$ cat config.mk
export PLATFORM = sky130hd
export DESIGN_NAME = twu_top
export DESIGN_NICKNAME = d
export VERILOG_FILES = /design/src/rtl/twu_pkg.sv /design/src/rtl/twu_top.sv
export SDC_FILE = /design/constraint.sdc
export NUM_CORES = 1
export LEC_CHECK = 0
export ABC_AREA = 1
export ABC_CLOCK_PERIOD_IN_PS = 2700
export BUFFER_PORTS_ARGS = -buffer_cell sky130_fd_sc_hd__buf_2
export CELL_PAD_IN_SITES_DETAIL_PLACEMENT = 0
export CELL_PAD_IN_SITES_GLOBAL_PLACEMENT = 2
export CORE_UTILIZATION = 32
export DETAILED_ROUTE_END_ITERATION = 8
export PLACE_DENSITY = 0.76
export SLEW_MARGIN = 0
export SYNTH_ARGS = -nofsm -noshare
export SYNTH_HDL_FRONTEND = slang
export SYNTH_SLANG_ARGS = --single-unit
$ cat constraint.sdc
create_clock -name mclk_i -period 2.7 [get_ports mclk_i]
set_input_delay 0 -clock mclk_i [delete_from_list [all_inputs] [get_ports mclk_i]]
set_output_delay 0 -clock mclk_i [all_outputs]
set_load 0.005 [all_outputs]
$ cat src/rtl/twu_pkg.sv
package twu_pkg;

    // =========================================================
    // Register offsets
    localparam logic [7:0] ADDR_EIVR   = 8'hF6;
    localparam logic [7:0] ADDR_CNT_HI = 8'hF8;
    localparam logic [7:0] ADDR_CNT_LO = 8'hF9;
    localparam logic [7:0] ADDR_PSC    = 8'hFA;
    localparam logic [7:0] ADDR_CTRL   = 8'hFB;
    localparam logic [7:0] ADDR_WCR    = 8'hFC;

    // =========================================================
    // Field positions and reset values
    localparam int         WCR_WATCHDOG_ENABLE_N_POS = 6;
    localparam int         EIVR_TLIS_POS = 2;
    localparam int         EIVR_IA0S_POS = 1;
    localparam logic [15:0] RST_CNT      = 16'hFFFF;
    localparam logic [7:0]  RST_PSC      = 8'hFF;
    localparam logic [7:0]  RST_CTRL     = 8'h12;
    localparam logic        RST_TLIS     = 1'h1;
    localparam logic        RST_IA0S     = 1'h1;

    // =========================================================
    // Watchdog key and timing counts
    localparam logic [7:0] KEY_FIRST    = 8'hAA;
    localparam logic [7:0] KEY_SECOND   = 8'h55;
    localparam int         INTERNAL_CLOCK_DIV   = 4;
    localparam logic [1:0] DIV_LAST     = 2'(INTERNAL_CLOCK_DIV - 1);
    localparam int         EVENT_MIN_GAP = 8;

    // =========================================================
    // Types
    typedef enum logic [1:0] {
        TWU_IN_EVENT  = 2'b00,
        TWU_IN_GATED  = 2'b01,
        TWU_IN_TRIG   = 2'b10,
        TWU_IN_RETRIG = 2'b11
    } twu_inmode_type;

    typedef struct packed {
        logic           run;
        logic           single;
        twu_inmode_type inmd;
        logic           input_en;
        logic           out_mode;
        logic           pwm_level;
        logic           out_en;
    } twu_ctrl_type;

endpackage

$ cat src/rtl/twu_top.sv
// Decided for this implementation: the address map and strobed register access.
`timescale 1ns/1ps
module twu_top
(
    input  wire logic       mclk_i,                   // Internal clock
    input  wire logic       rst_n_i,                  // External reset, active low
    input  wire logic [7:0] addr_i,                   // Register address
    input  wire logic [7:0] wdata_i,                  // Write data
    input  wire logic       wr_i,                     // Write strobe
    input  wire logic       rd_i,                     // Read strobe
    output logic      [7:0] rdata_o,                  // Read data, cycle after strobe
    input  wire logic       timer_input_pin_i,        // Timer input pin
    input  wire logic       hw_watchdog_select_pin_i, // Low selects hardware watchdog
    input  wire logic       external_interrupt_zero_i,// External interrupt 0 pin
    input  wire logic       nmi_i,                    // Non-maskable interrupt pin
    output logic            timer_output_pin_o,       // Timer output pin
    output logic            sys_reset_o,              // Watchdog system reset pulse
    output logic            top_irq_o,                // Top level interrupt request
    output logic            inta0_irq_o               // Channel A0 interrupt request
);

    // =========================================================
    // Reset release and pin synchronisers
    logic       rst_m_q;
    logic       rst_n;
    logic [3:0] pin_m_q;
    logic [3:0] pin_s_q;
    logic       tin_prev_q;

    // Reset is asserted at once and released through two flops
    always_ff @(posedge mclk_i or negedge rst_n_i)
    begin
        if (!rst_n_i)
        begin
            rst_m_q <= 1'b0;
            rst_n   <= 1'b0;
        end
        else
        begin
            rst_m_q <= 1'b1;
            rst_n   <= rst_m_q;
        end
    end

    // Two flops for every pin; a third flop for the edge detector
    always_ff @(posedge mclk_i or negedge rst_n)
    begin
        if (!rst_n)
        begin
            pin_m_q    <= 4'hF;
            pin_s_q    <= 4'hF;
            tin_prev_q <= 1'b1;
        end
        else
        begin
            pin_m_q    <= {nmi_i, external_interrupt_zero_i, hw_watchdog_select_pin_i, timer_input_pin_i};
            pin_s_q    <= pin_m_q;
            tin_prev_q <= pin_s_q[0];
        end
    end

    logic tin_s;
    logic tin_fall;
    logic hwsel_s;
    logic external_interrupt_zero_s;
    logic nmi_s;
    assign tin_s    = pin_s_q[0];
    assign tin_fall = tin_prev_q & ~pin_s_q[0];
    assign hwsel_s  = pin_s_q[1];
    assign external_interrupt_zero_s   = pin_s_q[2];
    assign nmi_s    = pin_s_q[3];

    // =========================================================
    // Timer state
    twu_pkg::twu_ctrl_type ctrl_q, ctrl_d;
    logic [15:0] const_q, const_d;
    logic [15:0] cnt_q, cnt_d;
    logic [7:0]  pr_q, pr_d;
    logic [7:0]  psc_q, psc_d;
    logic [1:0]  div_q, div_d;
    logic        new_const_q, new_const_d;
    logic        trig_q, trig_d;
    logic        wd_q, wd_d;
    logic        watchdog_enable_n_n_q, watchdog_enable_n_n_d;
    logic        key_q, key_d;
    logic [1:0]  strap_q, strap_d;
    logic        tlis_q, tlis_d;
    logic        ia0s_q, ia0s_d;
    logic        out_q, out_d;
    logic        srst_q, srst_d;
    logic        top_q, top_d;
    logic        a0_q, a0_d;
    logic [7:0]  rdata_q, rdata_d;
    logic        cnt_en;
    logic        ctick;
    logic        eoc;
    logic        wr_lo;
    logic        wr_ctrl;
    logic        retrig;

    // Count enable ahead of the prescaler
    always_comb
    begin
        cnt_en = 1'b0;
        if (wd_q)
            cnt_en = (div_q == twu_pkg::DIV_LAST);
        else if (ctrl_q.run)
        begin
            if (!ctrl_q.input_en)
                cnt_en = (div_q == twu_pkg::DIV_LAST);
            else
            begin
                case (ctrl_q.inmd)
                    twu_pkg::TWU_IN_EVENT:  cnt_en = tin_fall;
                    twu_pkg::TWU_IN_GATED:  cnt_en = (div_q == twu_pkg::DIV_LAST) & tin_s;
                    twu_pkg::TWU_IN_TRIG:   cnt_en = (div_q == twu_pkg::DIV_LAST) & trig_q;
                    default:                cnt_en = (div_q == twu_pkg::DIV_LAST);
                endcase
            end
        end
    end

    // Prescaler underflow and end of count
    assign ctick   = cnt_en & (psc_q == 8'h00);
    assign eoc     = ctick & (cnt_q == 16'h0000);
    assign wr_lo   = wr_i & (addr_i == twu_pkg::ADDR_CNT_LO);
    assign wr_ctrl = wr_i & (addr_i == twu_pkg::ADDR_CTRL);
    assign retrig  = ~wd_q & ctrl_q.run & ctrl_q.input_en & tin_fall
                   & (ctrl_q.inmd == twu_pkg::TWU_IN_RETRIG);

    // Next-state for counting, registers and outputs
    always_comb
    begin
        ctrl_d      = ctrl_q;
        const_d     = const_q;
        cnt_d       = cnt_q;
        pr_d        = pr_q;
        psc_d       = psc_q;
        div_d       = div_q + 2'h1;
        new_const_d = new_const_q;
        trig_d      = trig_q;
        wd_d        = wd_q;
        watchdog_enable_n_n_d   = watchdog_enable_n_n_q;
        key_d       = key_q;
        strap_d     = (strap_q == 2'b11) ? strap_q : strap_q + 2'h1;
        tlis_d      = tlis_q;
        ia0s_d      = ia0s_q;
        out_d       = out_q;
        srst_d      = 1'b0;
        top_d       = nmi_s;
        a0_d        = external_interrupt_zero_s;
        rdata_d     = 8'h00;

        // Prescaler and counter decrement, reload at end of count
        if (cnt_en)
            psc_d = (psc_q == 8'h00) ? pr_q : psc_q - 8'h01;
        if (ctick)
            cnt_d = eoc ? const_q : cnt_q - 16'h0001;
        if (eoc)
        begin
            new_const_d = 1'b0;
            if (!wd_q && ctrl_q.single)
                ctrl_d.run = 1'b0;
        end

        // Output pin level
        if (!ctrl_q.out_en)
            out_d = 1'b1;
        else if (eoc && !ctrl_q.out_mode)
            out_d = ~out_q;
        else if (eoc)
            out_d = ctrl_q.pwm_level;

        // Interrupt routing; with both selects low only A0 takes the event
        if (!ia0s_q)
            a0_d = eoc & ~wd_q;
        if (!tlis_q)
            top_d = eoc & ~wd_q & ia0s_q;
        srst_d = eoc & wd_q;

        // Trigger arm: falling edge after run, cleared by stop
        if (!ctrl_q.run)
            trig_d = 1'b0;
        else if (tin_fall)
            trig_d = 1'b1;

        // Retrigger restarts from the constant
        if (retrig)
        begin
            cnt_d = const_q;
            psc_d = pr_q;
        end

        // Register writes
        if (wr_i)
        begin
            if (addr_i == twu_pkg::ADDR_CNT_HI)
            begin
                if (!wd_q)
                begin
                    const_d[15:8] = wdata_i;
                    new_const_d   = 1'b1;
                end
            end
            else if (addr_i == twu_pkg::ADDR_CNT_LO)
            begin
                if (!wd_q)
                begin
                    const_d[7:0] = wdata_i;
                    new_const_d  = 1'b1;
                end
                else if (key_q && wdata_i == twu_pkg::KEY_SECOND)
                begin
                    cnt_d = const_q;
                    psc_d = pr_q;
                    key_d = 1'b0;
                end
                else
                    key_d = (wdata_i == twu_pkg::KEY_FIRST);
            end
            else if (addr_i == twu_pkg::ADDR_PSC)
            begin
                pr_d  = wdata_i;
                psc_d = wdata_i;
            end
            else if (addr_i == twu_pkg::ADDR_CTRL)
            begin
                ctrl_d = twu_pkg::twu_ctrl_type'(wdata_i);
                if (wdata_i[7] && !ctrl_q.run && new_const_q)
                begin
                    cnt_d       = const_q;
                    psc_d       = pr_q;
                    new_const_d = 1'b0;
                end
            end
            else if (addr_i == twu_pkg::ADDR_WCR)
            begin
                if (!wdata_i[twu_pkg::WCR_WATCHDOG_ENABLE_N_POS] && watchdog_enable_n_n_q && hwsel_s)
                begin
                    watchdog_enable_n_n_d = 1'b0;
                    wd_d      = 1'b1;
                    cnt_d     = const_q;
                    psc_d     = pr_q;
                end
            end
            else if (addr_i == twu_pkg::ADDR_EIVR)
            begin
                tlis_d = wdata_i[twu_pkg::EIVR_TLIS_POS];
                ia0s_d = wdata_i[twu_pkg::EIVR_IA0S_POS];
            end
        end

        // Strap caught once, after the synchroniser has filled
        if (strap_q == 2'b10 && !hwsel_s)
        begin
            wd_d    = 1'b1;
            const_d = twu_pkg::RST_CNT;
            cnt_d   = twu_pkg::RST_CNT;
            psc_d   = pr_q;
        end

        // Read mux
        if (rd_i)
        begin
            if (addr_i == twu_pkg::ADDR_CNT_HI)
                rdata_d = cnt_q[15:8];
            else if (addr_i == twu_pkg::ADDR_CNT_LO)
                rdata_d = cnt_q[7:0];
            else if (addr_i == twu_pkg::ADDR_PSC)
                rdata_d = pr_q;
            else if (addr_i == twu_pkg::ADDR_CTRL)
                rdata_d = ctrl_q;
            else if (addr_i == twu_pkg::ADDR_WCR)
                rdata_d = 8'(watchdog_enable_n_n_q) << twu_pkg::WCR_WATCHDOG_ENABLE_N_POS;
            else if (addr_i == twu_pkg::ADDR_EIVR)
                rdata_d = (8'(tlis_q) << twu_pkg::EIVR_TLIS_POS)
                        | (8'(ia0s_q) << twu_pkg::EIVR_IA0S_POS);
            else
                rdata_d = 8'h00;
        end
    end

    // State registers
    always_ff @(posedge mclk_i or negedge rst_n)
    begin
        if (!rst_n)
        begin
            ctrl_q      <= twu_pkg::twu_ctrl_type'(twu_pkg::RST_CTRL);
            const_q     <= twu_pkg::RST_CNT;
            cnt_q       <= twu_pkg::RST_CNT;
            pr_q        <= twu_pkg::RST_PSC;
            psc_q       <= twu_pkg::RST_PSC;
            div_q       <= 2'h0;
            new_const_q <= 1'b0;
            trig_q      <= 1'b0;
            wd_q        <= 1'b0;
            watchdog_enable_n_n_q   <= 1'b1;
            key_q       <= 1'b0;
            strap_q     <= 2'h0;
            tlis_q      <= twu_pkg::RST_TLIS;
            ia0s_q      <= twu_pkg::RST_IA0S;
            out_q       <= 1'b1;
            srst_q      <= 1'b0;
            top_q       <= 1'b0;
            a0_q        <= 1'b0;
            rdata_q     <= 8'h00;
        end
        else
        begin
            ctrl_q      <= ctrl_d;
            const_q     <= const_d;
            cnt_q       <= cnt_d;
            pr_q        <= pr_d;
            psc_q       <= psc_d;
            div_q       <= div_d;
            new_const_q <= new_const_d;
            trig_q      <= trig_d;
            wd_q        <= wd_d;
            watchdog_enable_n_n_q   <= watchdog_enable_n_n_d;
            key_q       <= key_d;
            strap_q     <= strap_d;
            tlis_q      <= tlis_d;
            ia0s_q      <= ia0s_d;
            out_q       <= out_d;
            srst_q      <= srst_d;
            top_q       <= top_d;
            a0_q        <= a0_d;
            rdata_q     <= rdata_d;
        end
    end

    // Outputs straight from flops
    assign rdata_o            = rdata_q;
    assign timer_output_pin_o = out_q;
    assign sys_reset_o        = srst_q;
    assign top_irq_o          = top_q;
    assign inta0_irq_o        = a0_q;
endmodule

# Yosys cells after proc, flatten, opt, wreduce, memory -nomap -nowiden
# Index checks and enable logic that the tools add are counted.
[totals]
output_inout_bits = 12
register_bits = 90
wordCells = 182
input_bits = 24
[op_classes]
eq_ne = 21
bitwise = 21
muxes = 76
reduce_logical = 29
n_addsub = 4
[ops]
columns = ["cell", "count"]
rows = [
  ["$mux 16", 16],
  ["$mux 8", 28],
  ["$eq 8x8->1 const B", 7],
  ["$mux 1", 29],
  ["$reduce_and 7->1", 3],
  ["$logic_not 16->1", 1],
  ["$sub 16x1->16 const B", 1],
  ["$and 1x1->1", 12],
  ["$reduce_and 4->1", 3],
  ["$eq 2x2->1 const B", 5],
  ["$ne 2x2->1 const B", 5],
  ["$reduce_bool 2->1", 5],
  ["$eq 8x7->1 const B", 1],
  ["$logic_and 1x1->1", 8],
  ["$logic_not 8->1", 1],
  ["$not 1->1", 8],
  ["$sub 8x1->8 const B", 1],
  ["$mux 7", 1],
  ["$logic_not 1->1", 5],
  ["$reduce_and 5->1", 1],
  ["$add 2x1->2 const B", 2],
  ["$mux 3", 1],
  ["$ne 3x1->1 const B", 1],
  ["$or 3x2->3", 1],
  ["other kinds (5)", 5],
]

# Logic depth before layout (Yosys ltp)
# Gate-level depths: netlist (run 1).
[depth]
ltp_word = 19
ltp_mapped = 16
mapped_depth_nobuf = 15

# Least setup slack after synthesis (run 1)
# No wires, ideal clock.
[synth_timing]
path_type = "register -> register"
start = "reg ctrl_q[4] (netlist name)"
end = "reg cnt_q[4]"
required_time_ns = 2.613
n_path_buf = 1
stages_incl_launch_ff = 15
arrival_ns = 1.834
setup_slack_ns = 0.779
period_less_slack_ns = 1.921
setup_time_ns = 0.087
cell_sequence = "dfstp_2 -> inv_1 -> ha_1 -> nand2_1 -> inv_1 -> nand3_1 -> nand2_1 -> nand2_2 -> nand2_2 -> nand2_4 -> buf_6 -> o21ai_1 -> nor2_1 -> o21ai_1 -> nand2_1"
[synth_via]
elab_chain_len = 18
elab_cells_between_ends = 25
classes_between = "3 x eq/ne; 18 x mux; 3 x bitwise; 1 x reduce/logical"
[synth_rtl]
columns = ["element", "line_no", "rtl"]
rows = [
  ["start, declared", "twu_top.sv:75", "twu_pkg::twu_ctrl_type ctrl_q, ctrl_d;"],
  ["start signal, assigned", "twu_top.sv:288", "ctrl_q <= twu_pkg::twu_ctrl_type'(twu_pkg::RST_CTRL);"],
  ["start signal, assigned", "twu_top.sv:310", "ctrl_q <= ctrl_d;"],
  ["$eq 2x2->1, or another cell as far along", "twu_top.sv:113", "case (ctrl_q.inmd)"],
  ["$pmux 1 s3", "twu_top.sv:113", ""],
  ["$mux 1", "twu_top.sv:109", "if (!ctrl_q.input_en)"],
  ["$mux 1", "twu_top.sv:107", "else if (ctrl_q.run)"],
  ["$mux 1", "twu_top.sv:105", "if (wd_q)"],
  ["$and 1x1->1", "twu_top.sv:124", "assign ctick = cnt_en & (psc_q == 8'h00);"],
  ["$and 1x1->1", "twu_top.sv:125", "assign eoc = ctick & (cnt_q == 16'h0000);"],
  ["$mux 16", "twu_top.sv:158", "cnt_d = eoc ? const_q : cnt_q - 16'h0001;"],
  ["[... 3 more ...]", "n/a", ""],
  ["$mux 16", "twu_top.sv:236", "else if (addr_i == twu_pkg::ADDR_WCR)"],
  ["$mux 16", "twu_top.sv:226", "else if (addr_i == twu_pkg::ADDR_CTRL)"],
  ["$mux 16", "twu_top.sv:221", "else if (addr_i == twu_pkg::ADDR_PSC)"],
  ["$mux 16", "twu_top.sv:205", "else if (addr_i == twu_pkg::ADDR_CNT_LO)"],
  ["$mux 16", "twu_top.sv:197", "if (addr_i == twu_pkg::ADDR_CNT_HI)"],
  ["$mux 16 *", "twu_top.sv:195", "if (wr_i)"],
  ["$mux 16 *", "twu_top.sv:254", "if (strap_q == 2'b10 && !hwsel_s)"],
  ["named net cnt_d[4]", "twu_top.sv:77", "logic [15:0] cnt_q, cnt_d;"],
  ["end signal, assigned", "twu_top.sv:290", "cnt_q <= twu_pkg::RST_CNT;"],
  ["end signal, assigned", "twu_top.sv:312", "cnt_q <= cnt_d;"],
  ["end, declared", "twu_top.sv:77", ""],
]
# Mark *: on every way through the listed nets, which the timed path passes. The rest lies on a longest branch.
# A chain may end at the register's enable or synchronous reset.

# Worst setup path after layout (run 1)
[layout_timing]
start = "reg ctrl_q[4] (netlist name)"
end = "reg psc_q[0]"
[layout_via]
elab_chain_len = 15
elab_cells_between_ends = 22
classes_between = "3 x eq/ne; 17 x mux; 1 x bitwise; 1 x reduce/logical"
[layout_rtl]
columns = ["element", "line_no", "rtl"]
rows = [
  ["$eq 2x2->1, or another cell as far along", "twu_top.sv:113", ""],
  ["$pmux 1 s3", "twu_top.sv:113", ""],
  ["$mux 1", "twu_top.sv:109", ""],
  ["$mux 1", "twu_top.sv:107", ""],
  ["$mux 1", "twu_top.sv:105", ""],
  ["$mux 8", "twu_top.sv:155", "if (cnt_en)"],
  ["$mux 8 *", "twu_top.sv:188", "if (retrig)"],
  ["$mux 8", "twu_top.sv:238", "if (!wdata_i[twu_pkg::WCR_WATCHDOG_ENABLE_N_POS] && watchdog_enable_n_n_q && hwsel_s)"],
  ["$mux 8", "twu_top.sv:236", ""],
  ["$mux 8", "twu_top.sv:226", ""],
  ["$mux 8", "twu_top.sv:221", ""],
  ["$mux 8", "twu_top.sv:205", ""],
  ["$mux 8", "twu_top.sv:197", ""],
  ["$mux 8 *", "twu_top.sv:195", ""],
  ["$mux 8 *", "twu_top.sv:254", ""],
  ["named net psc_d[0]", "twu_top.sv:79", "logic [7:0] psc_q, psc_d;"],
  ["end signal, assigned", "twu_top.sv:292", "psc_q <= twu_pkg::RST_PSC;"],
  ["end signal, assigned", "twu_top.sv:314", "psc_q <= psc_d;"],
  ["end, declared", "twu_top.sv:79", ""],
]
# Marks and branches as above.

==> flow_summary_export.csv, run 1 <==
group,metric,value,unit
placed_design,portBuffers,35,
timing,clock_skew,16.8,ps
finish,drive_gt1_share,19.5,%
die,io_pins,36,
placed_design,placed_cells,1093,
clock_tree,cts_buffers,9,
clock_tree,cts_tree,"built",
logic_synthesis,syn_nets,878,
global_route,grt_usage,21.4,%
finish,fin_area,0.00684,mm2
timing,period_needed,2330,ps
finish,final_cells,1120,
timing,timing.final.max_slew_violations,0,
logic_synthesis,syn_area,0.00599,mm2
timing,maxSlewHeadroom,60.6,%
detailed_routing,ant_nets,0,
logic_synthesis,netlist_instances,844,
pwr,swShare,33.6,%
die,num_rows,49,
finish,n_fill_cell,1946,
logic_synthesis,synth.avg_cell_area,7.10,um2
detailed_routing,firstDrtPassIters,4,
finish,multi_input_area,0.00310,mm2
clock_tree,clkTransAtPathRegs,70,ps
clock_tree,cts.hold.buffers_added,11,
finish,fin_util,37.7,%
critical_path,start_kind,"register",
critical_path,critPathSlowestCell,"dfstp_2",
logic_synthesis,yosysUniqueCellTypes,48,
logic_synthesis,synthArstFlopShare,100,%
global_route,overflow,0,
critical_path,cp.arrival,2600,ps
clock_tree,ctsRootBufferMaster,"clkbuf_16",
clock_tree,ctsResizeCount,0,
timing,timing.fmax,429,MHz
detailed_routing,vias,5654,
critical_path,worstPathRequired,2960,ps
global_route,grt_pass1_wl,31.4,mm
finish,layout_common_cells,"nand2_1, nor2_1, inv_1",
die,fp.coreArea,0.0181,mm2
critical_path,crit_type,"reg2reg",
placed_design,post_dp_cell_area,0.00641,mm2
timing,rsz0062_at_grt,"false",
die,die_y,139,um
placed_design,place_congestion,0.861,
global_route,antenna_found_initial,0,
finish,ff_latch_area,0.00233,mm2
pwr,p_switching,1360,uW
clock_tree,clkLatencyLatePin,350,ps
placed_design,dpl.hpwl,15.2,mm
pwr,peakVddDrop,0.264,mV
timing,fin_ws,367,ps
pwr,pwr-share-comb,21.1,%
pwr,seqPwrFrac,44.9,%
logic_synthesis,synthFlopType,"dfstp_2",
pwr,p_clk_share,34.0,%
critical_path,path_cells,"inv_1 > ha_1 > nand2_1 > inv_1 > nand3_1 > nand2_1 > nand2_2 > nand2_2 > nand2_4 > nand2_2 > inv_1 > nand2_1 > nand2_1 > nand2_1 > a21oi_1",
global_route,busiest_layer,"met2",
logic_synthesis,synth_seq_cells,90,
detailed_routing,drc,0,
clock_tree,clkSinkCount,90,
min_path,hold_path.class,"in2reg",
timing,setup_viol,0,
detailed_routing,routed_wl,19.8,mm
critical_path,slowest_delay,560,ps
placed_design,post-place-ws,386,ps
global_route,grt_use_met3,3.45,%
critical_path,endpoint_kind,"register",
die,die_area,0.0193,mm2
job,max-cap-violations,0,
logic_synthesis,synth_edf_count,0,
clock_tree,clk_path_buf_depth,2,
timing,finalSetupTns,0,ps
pwr,p_leak,0.00330,uW
die,die_width,139,um
die,start_util,33.0,%
global_route,met1_usage,30.5,%
global_route,grt_pass1_vias,5494,
detailed_routing,drtIter0Drc,395,
pwr,power_density,593,mW/mm2
logic_synthesis,ys_warn_count,0,
clock_tree,cts_setup_buffers,0,
clock_tree,htree_levels,3,
detailed_routing,wire_per_inst,17.7,um
status,status,"completed",
finish,n_antenna_cell,0,
detailed_routing,viasPerCell,5.05,
critical_path,critPathMaxFanout,16,
critical_path,cpMostUsedCell,"nand2_1",
finish,final_common_cell,"nand2_1",
global_route,grt_start_max_net_pins,41,
finish,area_delta_synth_final,14.1,%
timing,min_period_over_period,86.4,%
timing,worst_pin_slew,591,ps
global_route,use_met2,33.2,%
logic_synthesis,yosysSeqAreaShare,38.9,%
timing,finalHoldViolCount,0,
finish,nets,920,
pwr,p_int,2700,uW
==> routing by layer <==
metal,vias to the layer above,wire length [um]
met5,-,0
met4,0,322
met3,23,857
met2,130,8900
met1,2677,9710
li1,2824,-
==> Yosys cell counts (2+ instances only) <==
cell      number  area [um2]
nand2_1      236         886
inv_1         91         342
nor2_1        91         342
dfstp_2       63        1660
nand3_1       63         315
o21ai_0       46         230
a21oi_1       42         210
o21ai_1       34         170
dfrtp_1       27         676
inv_2         11        41.3
buf_2         10        50.1
ha_1          10         125
nand2_2       10        62.6
xor2_1        10        87.6
clkbuf_1       9        33.8
nand4_1        8        50.1
o211ai_1       8        60.1
a31oi_1        7        43.8
o221ai_1       7        61.3
a22oi_1        5        37.5
buf_4          5        37.5
buf_6          5        56.3
nand3_2        5        50.1
nor3_1         5        25.0
o21bai_1       4        30.0
nor2_2         3        18.8
o21ai_4        3        48.8
nand3b_1       2        15.0
nand4_2        2        25.0
nor3_2         2        20.0
or2_2          2        12.5
xnor2_1        2        17.5
==> logic make-up (layout without fill, tap and decap cells) <==
family / Yosys count / count (layout) / synth area share (%)
buffers and inverters: 132 / 179 / 9.46
DFF: 90 / 90 / 38.9
xor gates and xnor gates: 12 / 12 / 1.75
adders and majority gates: 10 / 10 / 2.09
AOI/OAI and AO/OA: 166 / 166 / 16.4
other: 1 / 1 / 0.0626
and+or+nand+nor: 433 / 433 / 31.4
==> sequential cells by signal, summed over array words and instances (netlist names), 2 cells and up <==
| register | cells |
|---|---|
| cnt_q | 16 |
| const_q | 16 |
| ctrl_q | 8 |
| pr_q | 8 |
| psc_q | 8 |
| rdata_o | 8 |
| pin_m_q | 4 |
| pin_s_q | 4 |
| div_q | 2 |
| strap_q | 2 |
==> critical path, delay by kind of cell, from the launching register on <==
kind	cells	cell delay [ps]
AO/OA/AOI/OAI	1	160
adder cells (fa/ha/maj)	1	280
buffers and inverters	3	250
flip-flops	1	560
AND/OR/NAND/NOR	10	990
==> metrics by stage <==
step | total power [uW] | hold WS [ps]
finish | 4060 | 9.25
global route | 4300 | 31.6
CTS | 4100 | 8.01
detailed placement | 2690 | -211
global placement | 2690 | -215
floorplan | 2390 | -296
==> power groups by stage <==
stage / clock [uW] / combinational (uW) / sequential (uW)
after floorplan: 0 / 624 / 1770
after global placement: 0 / 848 / 1840
after detailed placement: 0 / 842 / 1850
after CTS: 1410 / 859 / 1820
after global routing: 1470 / 990 / 1850
final: 1380 / 855 / 1820
==> path summary, 6_finish.rpt <==
path | from | to | cells after the start | slack [ps]
max in group asynchronous | rst_n$_DFF_PN0_ | psc_q[5]$_DFF_PN1_ | 1 | 1690
worst max-delay path | ctrl_q[4]$_DFFE_PN1P_ | psc_q[0]$_DFF_PN1_ | 15 | 370
worst min-delay path | wdata_i[4] | ctrl_q[4]$_DFFE_PN1P_ | 3 | 9
worst max register to register | ctrl_q[4]$_DFFE_PN1P_ | psc_q[0]$_DFF_PN1_ | 15 | 370
worst min register to register | rst_n$_DFF_PN0_ | wd_q$_DFFE_PN0P_ | 0 | 350
min in group asynchronous | rst_n$_DFF_PN0_ | wd_q$_DFFE_PN0P_ | 0 | 350
==> cell type report <==
class	count	area share (%)
flip-flops and latches	90	34.1
well taps	229	4.19
multi-input cells	622	45.3
clock buffers	9	3.29
inverters	103	5.69
clock inverters	7	1.37
repair buffers	60	6.07
(Power assumes the default switching activity.)
==> inputs of run 2 (changes only) <==
--- a/config.mk
+++ b/config.mk
@@ -8,3 +8,3 @@
 export ABC_AREA = 1
-export ABC_CLOCK_PERIOD_IN_PS = 2700
+export ABC_CLOCK_PERIOD_IN_PS = 2500
 export BUFFER_PORTS_ARGS = -buffer_cell sky130_fd_sc_hd__buf_2
@@ -12,5 +12,5 @@
 export CELL_PAD_IN_SITES_GLOBAL_PLACEMENT = 2
-export CORE_UTILIZATION = 32
+export CORE_UTILIZATION = 35
 export DETAILED_ROUTE_END_ITERATION = 8
-export PLACE_DENSITY = 0.76
+export PLACE_DENSITY = 0.79
 export SLEW_MARGIN = 0
==> constraint.sdc (replaced) <==
create_clock -name mclk_i -period 2.5 [get_ports mclk_i]
set_input_delay 0.125 -clock mclk_i [delete_from_list [all_inputs] [get_ports mclk_i]]
set_output_delay 0.125 -clock mclk_i [all_outputs]
set_load 0.005 [all_outputs]
==> run 2 against run 1 <==
Compared with the run above: largest cell class unchanged; flip-flop and latch count unchanged; via count up 3.0%; first-iteration DRC count up 45%; setup slack worse by 100 ps; routed wire length up 2.6%.
==> flow_summary_export.csv, run 2 (synthesized netlist as in run 1, its figures left out) <==
group,metric,value,unit
timing,worst_pin_slew,629,ps
timing,period_needed,2230,ps
timing,rsz0062_at_grt,"false",
placed_design,place_congestion,0.903,
timing,finalSetupTns,0,ps
timing,finalHoldViolCount,0,
pwr,peakVddDrop,0.360,mV
clock_tree,htree_levels,3,
die,die_y,133,um
die,start_util,36.0,%
clock_tree,ctsRootBufferMaster,"clkbuf_16",
clock_tree,clkLatencyLatePin,360,ps
finish,n_antenna_cell,0,
detailed_routing,viasPerCell,5.24,
finish,layout_common_cells,"nand2_1, nor2_1, inv_1",
timing,setup_viol,0,
min_path,hold_path.class,"in2async",
global_route,grt_pass1_wl,31.7,mm
detailed_routing,drtIter0Drc,571,
global_route,grt_usage,23.7,%
die,fp.coreArea,0.0166,mm2
finish,area_delta_synth_final,12.9,%
detailed_routing,firstDrtPassIters,5,
global_route,grt_use_met3,3.45,%
critical_path,r2r.worst_path.cells,15,
critical_path,endpoint_kind,"register",
clock_tree,cts_setup_buffers,0,
global_route,overflow,0,
finish,reg_top3,"cnt_q: 16 flops, const_q: 16 flops",
clock_tree,clk_path_buf_depth,2,
timing,maxSlewHeadroom,58.1,%
status,status,"completed",
global_route,antenna_found_initial,0,
finish,final_common_cell,"nand2_1",
placed_design,portBuffers,35,
critical_path,critPathMaxFanout,14,
clock_tree,clkTransAtPathRegs,70,ps
pwr,p_leak,0.00329,uW
timing,timing.fmax,447,MHz
global_route,grt_start_max_net_pins,45,
die,num_rows,47,
timing,clock_skew,9.93,ps
detailed_routing,routed_wl,20.3,mm
clock_tree,clkSinkCount,90,
global_route,grt_pass1_vias,5402,
finish,final_cells,1110,
critical_path,start_kind,"register",
detailed_routing,drc,0,
detailed_routing,ant_nets,0,
die,io_pins,36,
critical_path,crit_type,"reg2reg",
global_route,use_met2,35.5,%
detailed_routing,wire_per_inst,18.3,um
clock_tree,cts_tree,"built",
pwr,power_density,633,mW/mm2
die,die_width,133,um
clock_tree,cts_buffers,9,
placed_design,dpl.hpwl,15.3,mm
critical_path,cp.arrival,2520,ps
critical_path,worstPathRequired,2780,ps
timing,timing.final.max_slew_violations,0,
placed_design,placed_cells,1089,
die,die_area,0.0177,mm2
global_route,busiest_layer,"met2",
detailed_routing,vias,5821,
global_route,met1_usage,35.5,%
finish,drive_gt1_share,20.0,%
finish,nets,919,
timing,min_period_over_period,89.4,%
job,max-cap-violations,0,
-- run 2: cell count changes in the layout (fill, tap and decap cells not counted), moves of 2 or more --
cell           delta
inv_8             -2
buf_4             +6
inv_6             +2
dlygate4sd3_1     -6
-- run 2: timing repair --
action / CTS / global route
hold buffers: 5 / 0
resized for setup: 0 / 1
endpoints found under the hold margin: 6 / 0
setup endpoints to repair: 0 / 2
-- run 2: cell type report --
cell class / count / area, um2
flip-flops and latches: 90 / 2330
multi-input cells: 622 / 3100
inverters: 103 / 389
repair buffers: 59 / 380
clock buffers: 10 / 229
fillers: 1747 / 9870
well taps: 220 / 275
clock inverters: 6 / 60.1
-- run 2: worst paths after layout --
path,start,slack (ps),endpoint
max,ctrl_q[4]$_DFFE_PN1P_,270,cnt_q[13]$_DFF_PN1_
min,rst_n_i,70,rst_n$_DFF_PN0_
max reg2reg,ctrl_q[4]$_DFFE_PN1P_,270,cnt_q[13]$_DFF_PN1_
min reg2reg,rst_n$_DFF_PN0_,350,top_irq_o$_DFF_PN0_
max in group asynchronous,rst_n$_DFF_PN0_,1420,cnt_q[10]$_DFF_PN1_
min in group mclk_i,wdata_i[3],80,pr_q[3]$_DFFE_PN1P_
-- run 2: where the power goes --
part	leakage, uW	switching (uW)	internal, uW
logic	0.00213	584	344
clock network	0.000141	669	701
registers	0.00102	228	1760
-- run 2: layer usage --
metal	share of wire, %	vias up
met5	0	-
met4	1.7	0
met3	4.7	24
met2	44	217
met1	50	2758
li1	-	2822
-- run 2: worst max-delay path, cell delays in order, from the launching register on --
cell,delay [ps]
dfstp_2,570
inv_1,70
ha_1,280
nand2_1,50
inv_1,50
nand3_1,60
nand2_1,80
nand2_2,110
nand2_4,180
nand3_2,230
nand2_1,180
inv_1,60
nand3_1,80
nand3_1,70
nand2_1,60
nand2_1,40
-- run 2: through the flow --
stage          hold slack, ps  util [%]  setup slack (ps)  total power (uW)  area (um2)
4_1_cts                  63.9      40.7               192              4320        6770
3_3_place_gp            -91.3      38.6               282              2900        6430
3_5_place_dp            -86.1      38.6               208              2910        6430
6_report                 74.8      40.7               265              4280        6770
5_1_grt                  67.0      40.7              48.2              4520        6770
2_1_floorplan            -171         -               579              2580        6000
